`config.mk`:
```
export PLATFORM = sky130hd
export DESIGN_NAME = feature_ctrl
export DESIGN_NICKNAME = d
export VERILOG_FILES = /design/src/design/feature_ctrl_pkg.sv /design/src/design/pin_sync.sv /design/src/design/blink_timer.sv /design/src/design/feature_ctrl.sv
export VERILOG_INCLUDE_DIRS = /design/src /design/src/design
export SDC_FILE = /design/constraint.sdc
export NUM_CORES = 1
export LEC_CHECK = 0
export BUFFER_PORTS_ARGS = -buffer_cell sky130_fd_sc_hd__buf_2
export CAP_MARGIN = 20
export CORE_MARGIN = 2
export CORE_UTILIZATION = 49
export DETAILED_ROUTE_END_ITERATION = 8
export PLACE_DENSITY = 0.7
export SKIP_CTS_REPAIR_TIMING = 1
export SYNTH_ARGS = -nofsm -noshare
export SYNTH_HDL_FRONTEND = slang
export SYNTH_HIERARCHICAL = 1
export SYNTH_SLANG_ARGS = --single-unit
```
`constraint.sdc`:
```
create_clock -name sys_clk_in -period 4.45 [get_ports sys_clk_in]
set_input_delay 0.2225 -clock sys_clk_in [delete_from_list [all_inputs] [get_ports sys_clk_in]]
set_output_delay 0.2225 -clock sys_clk_in [all_outputs]
set_load 0.01 [all_outputs]
```
`src/design/feature_ctrl_consts.svh`:
```
// Constants for the feature control register block
`ifndef FEATURE_CTRL_CONSTS_SVH
`define FEATURE_CTRL_CONSTS_SVH
`define FEAT_ADDR 8'h0e
`define FEAT_RESET 8'h00
`define FEAT_CLK_SEL 0
`define FEAT_SOFT_RST 1
`define FEAT_DECODE 2
`define FEAT_UNUSED 3
`define FEAT_BLINK_EN 4
`define FEAT_BLINK_RATE 5
`define FEAT_SYNC 6
`define FEAT_BLINK_PHASE 7
`define FEAT_WR_MASK 8'hf7
`define RD_MISS_DATA 8'h00
`define MS_PER_S 1000
`define CLK_HZ 50000000
`define BLINK_SHORT_MS 500
`define BLINK_LONG_MS 1000
`endif

```
`src/design/feature_ctrl_pkg.sv`:
```
// Types shared by the feature control register block
package feature_ctrl_pkg;
   typedef logic [7:0] reg_byte_t;
   typedef enum logic {DECODE_CODE_B, DECODE_HEX} decode_style_t;
endpackage

```
`src/design/pin_sync.sv`:
```
// Two flip-flop synchroniser with rising edge detect
`timescale 1ns/1ps
`default_nettype none
module pin_sync (
   input wire logic sys_clk_in,
   input wire logic rst_n_in,
   input wire logic pin_in,
   output logic level_out,
   output logic rise_out
);
   logic meta_ff;
   logic sync_ff;
   logic prev_ff;

   // -----------------------------
   // Synchroniser and edge finder
   // -----------------------------
   // Only sync_ff reads meta_ff, to keep metastability contained
   always_ff @(posedge sys_clk_in or negedge rst_n_in) begin
      if (!rst_n_in) begin
         meta_ff <= 1'b0;
         sync_ff <= 1'b0;
         prev_ff <= 1'b0;
      end else begin
         meta_ff <= pin_in;
         sync_ff <= meta_ff;
         prev_ff <= sync_ff;
      end
   end

   assign level_out = sync_ff;
   assign rise_out = sync_ff & ~prev_ff;
endmodule // pin_sync
`default_nettype wire

```
`src/design/blink_timer.sv`:
```
// Blink timing counter with selectable half period
`timescale 1ns/1ps
`default_nettype none
`include "feature_ctrl_consts.svh"
module blink_timer #(
   parameter int unsigned SHORT_CYC = (`CLK_HZ / `MS_PER_S) * `BLINK_SHORT_MS,
   parameter int unsigned LONG_CYC = (`CLK_HZ / `MS_PER_S) * `BLINK_LONG_MS
) (
   input wire logic sys_clk_in,
   input wire logic rst_n_in,
   input wire logic clear_in,
   input wire logic long_in,
   output logic half_done_out
);
   logic [31:0] count_ff;
   logic [31:0] limit;

   // Half period is the on or off time
   assign limit = long_in ? 32'(LONG_CYC - 1) : 32'(SHORT_CYC - 1);
   assign half_done_out = (count_ff >= limit) & ~clear_in;

   // -----------------------------
   // Counter
   // -----------------------------
   // >= so a rate change mid-phase never overruns the wrap
   always_ff @(posedge sys_clk_in or negedge rst_n_in) begin
      if (!rst_n_in) begin
         count_ff <= 32'h0;
      end else if (clear_in || count_ff >= limit) begin
         count_ff <= 32'h0;
      end else begin
         count_ff <= count_ff + 32'h1;
      end
   end
endmodule // blink_timer
`default_nettype wire

```
`src/design/feature_ctrl.sv`:
```
// Feature control register, clock select, soft reset and blink control
//
// Behaviour
// - Read/write eight-bit feature register at 0x0E
// - Register clears to zero at power-up
// - Bit0 selects internal or external clock
// - Bit1 resets other control registers to defaults
// - Digit data registers survive soft reset
// - Bit2 selects code-B or hex decoding
// - Bit4 enables display blinking
// - Bit5 selects one or two second period
// - Bit6 clears timing counter on chip-select rise
// - Bit7 selects first blink phase on/off
`timescale 1ns/1ps
`default_nettype none
`include "feature_ctrl_consts.svh"
module feature_ctrl #(
   parameter int unsigned SHORT_CYC = (`CLK_HZ / `MS_PER_S) * `BLINK_SHORT_MS,
   parameter int unsigned LONG_CYC = (`CLK_HZ / `MS_PER_S) * `BLINK_LONG_MS
) (
   input wire logic sys_clk_in,
   input wire logic rst_n_in,
   input wire logic wr_en_in,
   input wire logic rd_en_in,
   input wire logic [7:0] addr_in,
   input wire feature_ctrl_pkg::reg_byte_t wr_data_in,
   output feature_ctrl_pkg::reg_byte_t rd_data_out,
   output logic rd_hit_out,
   input wire logic load_chip_select_pin_in,
   output logic ext_clk_sel_out,
   output logic ctrl_regs_reset_out,
   output logic digit_data_keep_out,
   output feature_ctrl_pkg::decode_style_t decode_style_out,
   output logic blink_active_out,
   output logic display_on_out
);
   import feature_ctrl_pkg::*;

   reg_byte_t feature_ff;
   reg_byte_t rd_data_ff;
   logic rd_hit_ff;
   logic phase_on_ff;
   logic blink_en_d_ff;
   logic cs_rise;
   logic half_done;
   logic timer_clear;
   logic blink_start;
   logic hit;

   // Address decode shared by read and write
   function automatic logic addr_match(input logic [7:0] a);
      return a == `FEAT_ADDR;
   endfunction

   assign hit = addr_match(addr_in);

   // -----------------------------
   // Register write
   // -----------------------------
   // Power-up and reset clear every bit
   always_ff @(posedge sys_clk_in or negedge rst_n_in) begin
      if (!rst_n_in) begin
         feature_ff <= `FEAT_RESET;
      end else if (wr_en_in && hit) begin
         feature_ff <= wr_data_in;
         feature_ff[`FEAT_UNUSED] <= 1'b0;
      end
   end

   // -----------------------------
   // Register read
   // -----------------------------
   // Unmapped addresses return zero, flagged by rd_hit_out low
   always_ff @(posedge sys_clk_in or negedge rst_n_in) begin
      if (!rst_n_in) begin
         rd_data_ff <= `RD_MISS_DATA;
         rd_hit_ff <= 1'b0;
      end else if (rd_en_in) begin
         rd_data_ff <= hit ? feature_ff : `RD_MISS_DATA;
         rd_hit_ff <= hit;
      end
   end

   assign rd_data_out = rd_data_ff;
   assign rd_hit_out = rd_hit_ff;

   // -----------------------------
   // Static feature outputs
   // -----------------------------
   assign ext_clk_sel_out = feature_ff[`FEAT_CLK_SEL];
   // Soft reset is a level; the feature register itself is untouched
   assign ctrl_regs_reset_out = feature_ff[`FEAT_SOFT_RST];
   // Digit data registers must not honour the soft reset
   assign digit_data_keep_out = 1'b1;
   assign decode_style_out = feature_ff[`FEAT_DECODE] ?
                             DECODE_HEX : DECODE_CODE_B;

   // -----------------------------
   // Chip-select synchroniser
   // -----------------------------
   pin_sync u_cs_sync (
      .sys_clk_in(sys_clk_in),
      .rst_n_in(rst_n_in),
      .pin_in(load_chip_select_pin_in),
      .level_out(),
      .rise_out(cs_rise)
   );

   // Blink start restarts the timer so the first phase is full length
   assign blink_start = feature_ff[`FEAT_BLINK_EN] & ~blink_en_d_ff;
   assign timer_clear = (feature_ff[`FEAT_SYNC] & cs_rise)
                        | blink_start;

   blink_timer #(
      .SHORT_CYC(SHORT_CYC),
      .LONG_CYC(LONG_CYC)
   ) u_timer (
      .sys_clk_in(sys_clk_in),
      .rst_n_in(rst_n_in),
      .clear_in(timer_clear),
      .long_in(feature_ff[`FEAT_BLINK_RATE]),
      .half_done_out(half_done)
   );

   // -----------------------------
   // Blink phase
   // -----------------------------
   always_ff @(posedge sys_clk_in or negedge rst_n_in) begin
      if (!rst_n_in) begin
         blink_en_d_ff <= 1'b0;
      end else begin
         blink_en_d_ff <= feature_ff[`FEAT_BLINK_EN];
      end
   end

   // A sync clear restarts in the programmed starting phase as well
   always_ff @(posedge sys_clk_in or negedge rst_n_in) begin
      if (!rst_n_in) begin
         phase_on_ff <= 1'b1;
      end else if (!feature_ff[`FEAT_BLINK_EN]) begin
         phase_on_ff <= 1'b1;
      end else if (timer_clear) begin
         phase_on_ff <= feature_ff[`FEAT_BLINK_PHASE];
      end else if (half_done) begin
         phase_on_ff <= ~phase_on_ff;
      end
   end

   assign blink_active_out = blink_en_d_ff;
   assign display_on_out = phase_on_ff;
endmodule // feature_ctrl
`default_nettype wire

```
==> metrics.md, run 1 <==
| Metric | Value |
|---|---|
| Area grow syn2layout | `12.0%` |
| Placement Rows | `26` |
| Clock power frac | `33.9%` |
| Number of vias per cell | `5.65` |
| I/O pin cnt | `36` |
| Total GRT Usage | `around 18%` |
| Share of cells above drive strength 1 | `20.1%` |
| Hold Crit Class | `in -> async` |
| Area used by multi-input combinational logic | `1210 um^2` |
| Metal2 WL | `2.50 mm` |
| Ys async rst share | `100%` |
| Core box area | `~5100 um^2` |
| Clock transition at path regs | `0.10 ns` |
| Netlist cell types | `38` |
| Initial DRC count | `124` |
| LEAKAGE | `0.00120 uW` |
| Area of the mapped netlist | `2610 um^2` |
| Fmax | `between 0.3 and 0.4 GHz` |
| Endpoints failing hold | `0` |
| Final setup TNS | `0 ns` |
| Max Clock Skew | `approximately 0.016 ns` |
| Part of the power in registers | `~61%` |
| Warnings, synthesis | `6` |
| Top sig layer | `met4` |
| Root buf cell | `clkbuf_8` |
| GPL Wtd Cong | `approximately 0.74` |
| PwrDens | `roughly 270 nW/um^2` |
| Worst path arrival time | `2.70 ns` |
| Number of synthesized flops with an enable pin | `0` |
| Prevailing post-synth register cell | `dfrtp_1` |
| Final #Nets | `313` |
| Fillers | `483` |
| Num Clock Sinks | `52` |
| Antenna-violating nets left | `0` |
| Pint | `609 uW` |
| Max VDD drop | `0.163 mV` |
| Crit. End Element | `flop` |
| Final Cycle Share | `57.2%` |
| Fin util | `56.9%` |
| Clk_lat worst skew | `0.31 ns` |
| Combinational power share | `5.3%` |
| WP data required | `roughly 4.6 ns` |
| Avg Cell Area, Syn | `roughly 10 um^2` |
| Yosys top cell area share | `about half` |
| Routed WL per cell | `14.2 um` |
| Yosys top cell by area | `dfrtp_1` |
| Cts bufs inserted | `5` |
| DR pass1 iterations | `4` |
| Initial antenna violation count | `0` |
| Most frequent cells in the layout | `51 x dfrtp_1, 32 x buf_2, 17 x nor3_1, 16 x nand2_1` |
| Post-synthesis instance total | `249` |
| Full die area | `about 5900 um^2` |
| RSZ-0062 raised after global routing | `false` |
| Met3 wire len | `~140 um` |
| Detailed Place HPWL | `between 3 and 4 mm` |
| Fin. max-slew vios | `0` |
| Top post-synthesis cells by area | `dfrtp_1 49%, ha_1 4.8%, a211oi_1 4.0%` |
| Max-Cap Viols | `0` |
| Total Routed Length | `~5 mm` |
| Flops & latches, synth | `between 50 and 60` |
| Antenna fix cells | `0` |
| Final count of negative-setup-slack endpoints | `0` |
| DRT met1 WL | `2.30 mm` |
| Grt total ovfl | `0` |
| Largest net degree at the start of global routing | `53` |
| Commonest non-fill, non-tap cell in the layout | `dfrtp_1` |
| Status | `complete, no violations` |
| Setup CP Type | `reg -> reg` |
| Buffers on Ports | `32` |
| TritonCTS clock tree | `done` |
| Via count | `1993` |
| Die Ht | `77 um` |
| Clock Tree Buf Depth | `2` |
| Die Width | `77 um` |
| Post-layout min period | `2.54 ns` |
| Vias in the first global route | `1968` |
| Slew headroom | `~29%` |
| Register cell area after layout | `1300 um^2` |
| Switching part of the total power | `a little under a quarter` |
| Sequential share of the synthesized area | `between 40% and 50%` |
| Drt drc | `0` |
| First-pass GRT wire length | `8.81 mm` |
| H-Tree Depth | `2` |
| Net switching power | `189 uW` |
| Pwr Total | `between 700 and 800 uW` |
| Pin slew with the least headroom to its limit | `1.07 ns` |
| CP Launch Type | `flop` |
| CP max FO | `27` |
| Starting Density | `between 50% and 60%` |
flip-flops by register name (all words and copies together) (netlist names):
register and count:
u_timer/count_ff 32, feature_ff 7, rd_data_out 7, blink_active_out 1
display_on_out 1, rd_hit_out 1, u_cs_sync/level_out 1, u_cs_sync/meta_ff 1
u_cs_sync/prev_ff 1
cell families (layout without fill, tap and decap cells):
kind of cell	after synthesis	count (layout)	synth area share, %
adder cells (fa/ha/maj)	10	10	4.79
AND/OR/NAND/NOR	93	93	22.1
AO/OA/AOI/OAI	45	45	11.4
flip-flops	52	52	49.9
other	3	7	0.431
buffers and inverters	27	57	4.36
multiplexers	7	7	3.02
XOR/XNOR	12	12	4.02
metrics by stage:
stage / hold slack, ns / setup WS (ns) / cell area, um^2 / instances
global route: 0.0861 / 1.70 / 2920 / 353
floorplan: -0.0731 / 2.39 / 2630 / 253
CTS: 0.00315 / 1.94 / 2910 / 352
global placement: 0.330 / 1.96 / 2820 / 344
detailed placement: 0.332 / 1.96 / 2820 / 344
finish: 0.00955 / 1.91 / 2920 / 353
layout make-up:
class / instances / area share (%)
Sequential cell: 52 / 44.5
Multi-Input combinational cell: 174 / 41.4
Timing Repair Buffer: 34 / 6.08
Tap cell: 70 / 3.00
Clock buffer: 5 / 2.35
Inverter: 15 / 1.93
Clock inverter: 3 / 0.727
routing by layer:
layer,vias up,track usage (%)
met4,0,4.82
met3,5,3.88
met5,-,0
li1,976,-
met1,987,23.6
met2,25,31.8
path summary, 6_finish.rpt:
| path | slack, ns | cells past startpoint | start | endpoint |
|---|---|---|---|---|
| min in group sys_clk_in | 0.14 | 2 | wr_data_in[1] | feature_ff[1] |
| setup reg to reg | 1.91 | 6 | feature_ff[5] | u_timer/count_ff[1] |
| setup / recovery | 1.91 | 6 | feature_ff[5] | u_timer/count_ff[1] |
| hold reg to reg | 0.36 | 0 | u_cs_sync/meta_ff | u_cs_sync/level_out |
| max in group asynchronous | 4.00 | 2 | rst_n_in | u_timer/count_ff[31] |
| hold / removal | 0.01 | 2 | rst_n_in | u_timer/count_ff[19] |
power groups by stage:
| stage | Clock, uW | Sequential (uW) | Combinational, uW |
|---|---|---|---|
| after floorplan | 0 | 495 | 18.5 |
| after global placement | 0 | 495 | 41.2 |
| after detailed placement | 0 | 495 | 42.2 |
| after CTS | 280 | 485 | 42.4 |
| after global routing | 300 | 487 | 48.5 |
| final | 271 | 485 | 42.0 |
cells in the mapped netlist, types with 2 or more instances:
master     n
and3_1     3
xor2_1     4
nand2_1   16
inv_1     15
nand3_4    2
ha_1      10
and4_1     3
dfrtp_1   51
xnor2_1    8
or4_1      7
o21ai_0    9
mux2_2     7
a211oi_1  14
or3_1      7
o211ai_1   2
o31ai_1    7
nand3_1   15
nand4_1    9
a21oi_1    4
nor3_1    17
buf_4      3
clkbuf_1   8
or4_4      2
o22ai_1    7
nor2_1     3
conb_1     3
nor4_1     2
worst max-delay path, stage by stage (launching register included):
cell and delay (ns):
dfrtp_1 0.48, inv_1 0.18, ha_1 0.35, nand3_1 0.08, nor3_1 0.25, and3_1 0.91
nor3b_1 0.12
No activity file was read; power rests on OpenSTA's default activity.
==> run 2, diff against run 1 <==
--- a/config.mk
+++ b/config.mk
@@ -11,7 +11,7 @@
 export CORE_MARGIN = 2
 export CORE_UTILIZATION = 49
 export DETAILED_ROUTE_END_ITERATION = 8
-export PLACE_DENSITY = 0.7
+export PLACE_DENSITY = 0.72
 export SKIP_CTS_REPAIR_TIMING = 1
 export SYNTH_ARGS = -nofsm -noshare
 export SYNTH_HDL_FRONTEND = slang
==> constraint.sdc (replaced) <==
create_clock -name sys_clk_in -period 2.2 [get_ports sys_clk_in]
set_input_delay 0.11 -clock sys_clk_in [delete_from_list [all_inputs] [get_ports sys_clk_in]]
set_output_delay 0.11 -clock sys_clk_in [all_outputs]
set_load 0.01 [all_outputs]
==> run 2 against run 1 <==
Design area is 6.5% higher. Final cell count is 3.7% higher. Clock-buffer cell count did not move. Routed wire length up 5.9%. Critical path depth decreased by 1. Worst hold slack better by 0.016 ns. Sequential share of layout area fell by 2.7 points. Die area unchanged. Register-to-register slack got worse by 1.9 ns. Non-clock buffer count rose by 12. Total power up 120%. Critical path type unchanged. Largest cell class unchanged. Largest power group unchanged.
==> metrics.md, run 2 (synthesized netlist as in run 1, its figures left out) <==
| Metric | Value |
|---|---|
| Status | `complete, no violations` |
| Starting Density | `50.8% (unchanged)` |
| PwrDens | `560 nW/um^2 (+110%)` |
| Max VDD drop | `0.425 mV (+160%)` |
| Max reg flops | `32 (unchanged)` |
| Final setup TNS | `0 ns (unchanged)` |
| RSZ-0062 raised after global routing | `false` |
| Pwr Total | `1750 uW (+120%)` |
| Fmax | `0.465 GHz (+18%)` |
| Full die area | `5930 um^2 (unchanged)` |
| Hold slack | `0.0254 ns (+0.0159 ns)` |
| Register cell area after layout | `1300 um^2 (unchanged)` |
| Top reg by flops | `u_timer/count_ff` |
| Switching part of the total power | `22.5% (-1.2 points)` |
| Hold Crit Class | `in -> reg` |
| Net switching power | `393 uW (+110%)` |
| Buffers on Ports | `32 (unchanged)` |
| Final count of negative-setup-slack endpoints | `0 (unchanged)` |
| CP Launch Type | `flop` |
| Most frequent cells in the layout | `51 x dfrtp_1, 32 x buf_2, 17 x nor3_1, 16 x nand2_1, 15 x inv_1` |
| Pin slew with the least headroom to its limit | `0.787 ns (-0.279 ns)` |
| I/O pin cnt | `36 (unchanged)` |
| Initial antenna violation count | `0 (unchanged)` |
| Detailed Place HPWL | `3.55 mm (+5.4%)` |
| Largest net degree at the start of global routing | `37 (-30%)` |
| Crit. End Element | `flop` |
| Min-delay src | `wr_data_in[2]` |
| Crit path launch | `u_timer/count_ff[0]` |
| DR pass1 iterations | `5 (+1)` |
| Core box area | `5140 um^2 (unchanged)` |
| Final Cycle Share | `97.7% (+41 points)` |
| Slew headroom | `47.5% (+19 points)` |
| Share of cells above drive strength 1 | `26.7% (+6.5 points)` |
| Area grow syn2layout | `19.3%` |
| Post-layout min period | `2.15 ns (-0.394 ns)` |
| Clk_lat worst skew | `0.31 ns (about the same)` |
| Antenna fix cells | `0 (unchanged)` |
| Fillers | `461 (-4.6%)` |
| H-Tree Depth | `2 (unchanged)` |
| Final #Nets | `326 (+4.2%)` |
| WP data required | `2.43 ns (-2.17 ns)` |
| First-pass GRT wire length | `8.76 mm (-0.54%)` |
| Die Width | `77 um (unchanged)` |
| Vias in the first global route | `1966 (-0.10%)` |
| Setup CP Type | `reg -> reg` |
| Cts bufs inserted | `5 (unchanged)` |
| Worst path arrival time | `2.38 ns (-0.32 ns)` |
| Total Routed Length | `5.29 mm (+5.9%)` |
| Combinational power share | `5.2% (about the same)` |
| Fin util | `60.6% (+3.7 points)` |
| Total GRT Usage | `18.3% (-0.10 points)` |
| Drt drc | `0 (unchanged)` |
| Antenna-violating nets left | `0 (unchanged)` |
| Part of the power in registers | `56.2% (-4.6 points)` |
| Clock transition at path regs | `0.10 ns (about the same)` |
| Placement Rows | `26 (unchanged)` |
| Fin. max-slew vios | `0 (unchanged)` |
| Commonest non-fill, non-tap cell in the layout | `dfrtp_1` |
| GPL Wtd Cong | `0.867 (+18%)` |
| Max Clock Skew | `0.00561 ns (-0.00990 ns)` |
| Via count | `2077 (+4.2%)` |
| Max-Cap Viols | `0 (unchanged)` |
| TritonCTS clock tree | `done` |
| Root buf cell | `clkbuf_8` |
| Initial DRC count | `101 (-19%)` |
| Die Ht | `77 um (unchanged)` |
| Routed WL per cell | `14.5 um (+2.2%)` |
| Number of vias per cell | `5.67 (+0.51%)` |
| RR Startpoint | `u_timer/count_ff[0]` |
| CP max FO | `5 (-81%)` |
| LEAKAGE | `0.00127 uW (+5.8%)` |
| Grt total ovfl | `0 (unchanged)` |
| Area used by multi-input combinational logic | `1280 um^2 (+6.1%)` |
| Clock power frac | `38.6% (+4.7 points)` |
| Num Clock Sinks | `52 (unchanged)` |
| Endpoints failing hold | `0 (unchanged)` |
| Pint | `1350 uW (+120%)` |
| Clock Tree Buf Depth | `2 (unchanged)` |
-- run 2: worst max-delay path, stage by stage, from the launching register on --
cell and delay, ns:
dfrtp_1 0.43, ha_4 0.17, nand3_4 0.10, or4_4 0.61, or4_1 0.54, a211oi_2 0.22
-- run 2: final cells by class --
class / instances / area share, %
well taps: 70 / 2.81
multi-input cells: 175 / 41.2
clock buffers: 5 / 2.21
flip-flops and latches: 52 / 41.8
repair buffers: 46 / 8.67
inverters: 15 / 1.81
clock inverters: 3 / 1.49
-- run 2: worst paths after layout --
| check | end | slack, ns | depth (start not counted) |
|---|---|---|---|
| max | u_timer/count_ff[24] | 0.05 | 5 |
| min | feature_ff[2] | 0.03 | 2 |
| max reg2reg | u_timer/count_ff[24] | 0.05 | 5 |
| min reg2reg | u_cs_sync/level_out | 0.36 | 0 |
| max in group asynchronous | u_timer/count_ff[11] | 1.17 | 3 |
| min in group asynchronous | u_timer/count_ff[16] | 0.41 | 2 |
-- run 2: metal layers --
metal	global-route usage [%]	up-vias	part of all wire (%)
met5	0	-	0
li1	-	1005	-
met3	4.12	9	4.4
met4	6.07	0	1.6
met1	24.2	1015	45
met2	29.9	48	49
-- run 2: per-stage QoR --
step                      setup slack [ns]  area (um^2)  cells
after global routing               0.00367         3120    366
after global placement               0.131         2900    354
after floorplan                      0.140         2630    253
final                               0.0508         3120    366
after detailed placement            0.0645         2900    354
after CTS                           0.0426         3010    362
-- run 2: power groups by stage --
stage	Combinational (uW)	Clock [uW]	Sequential, uW
after floorplan	37.4	0	1000
after global placement	88.2	0	999
after detailed placement	90.1	0	999
after CTS	90.3	684	980
after global routing	105	716	983
final	91.5	673	981
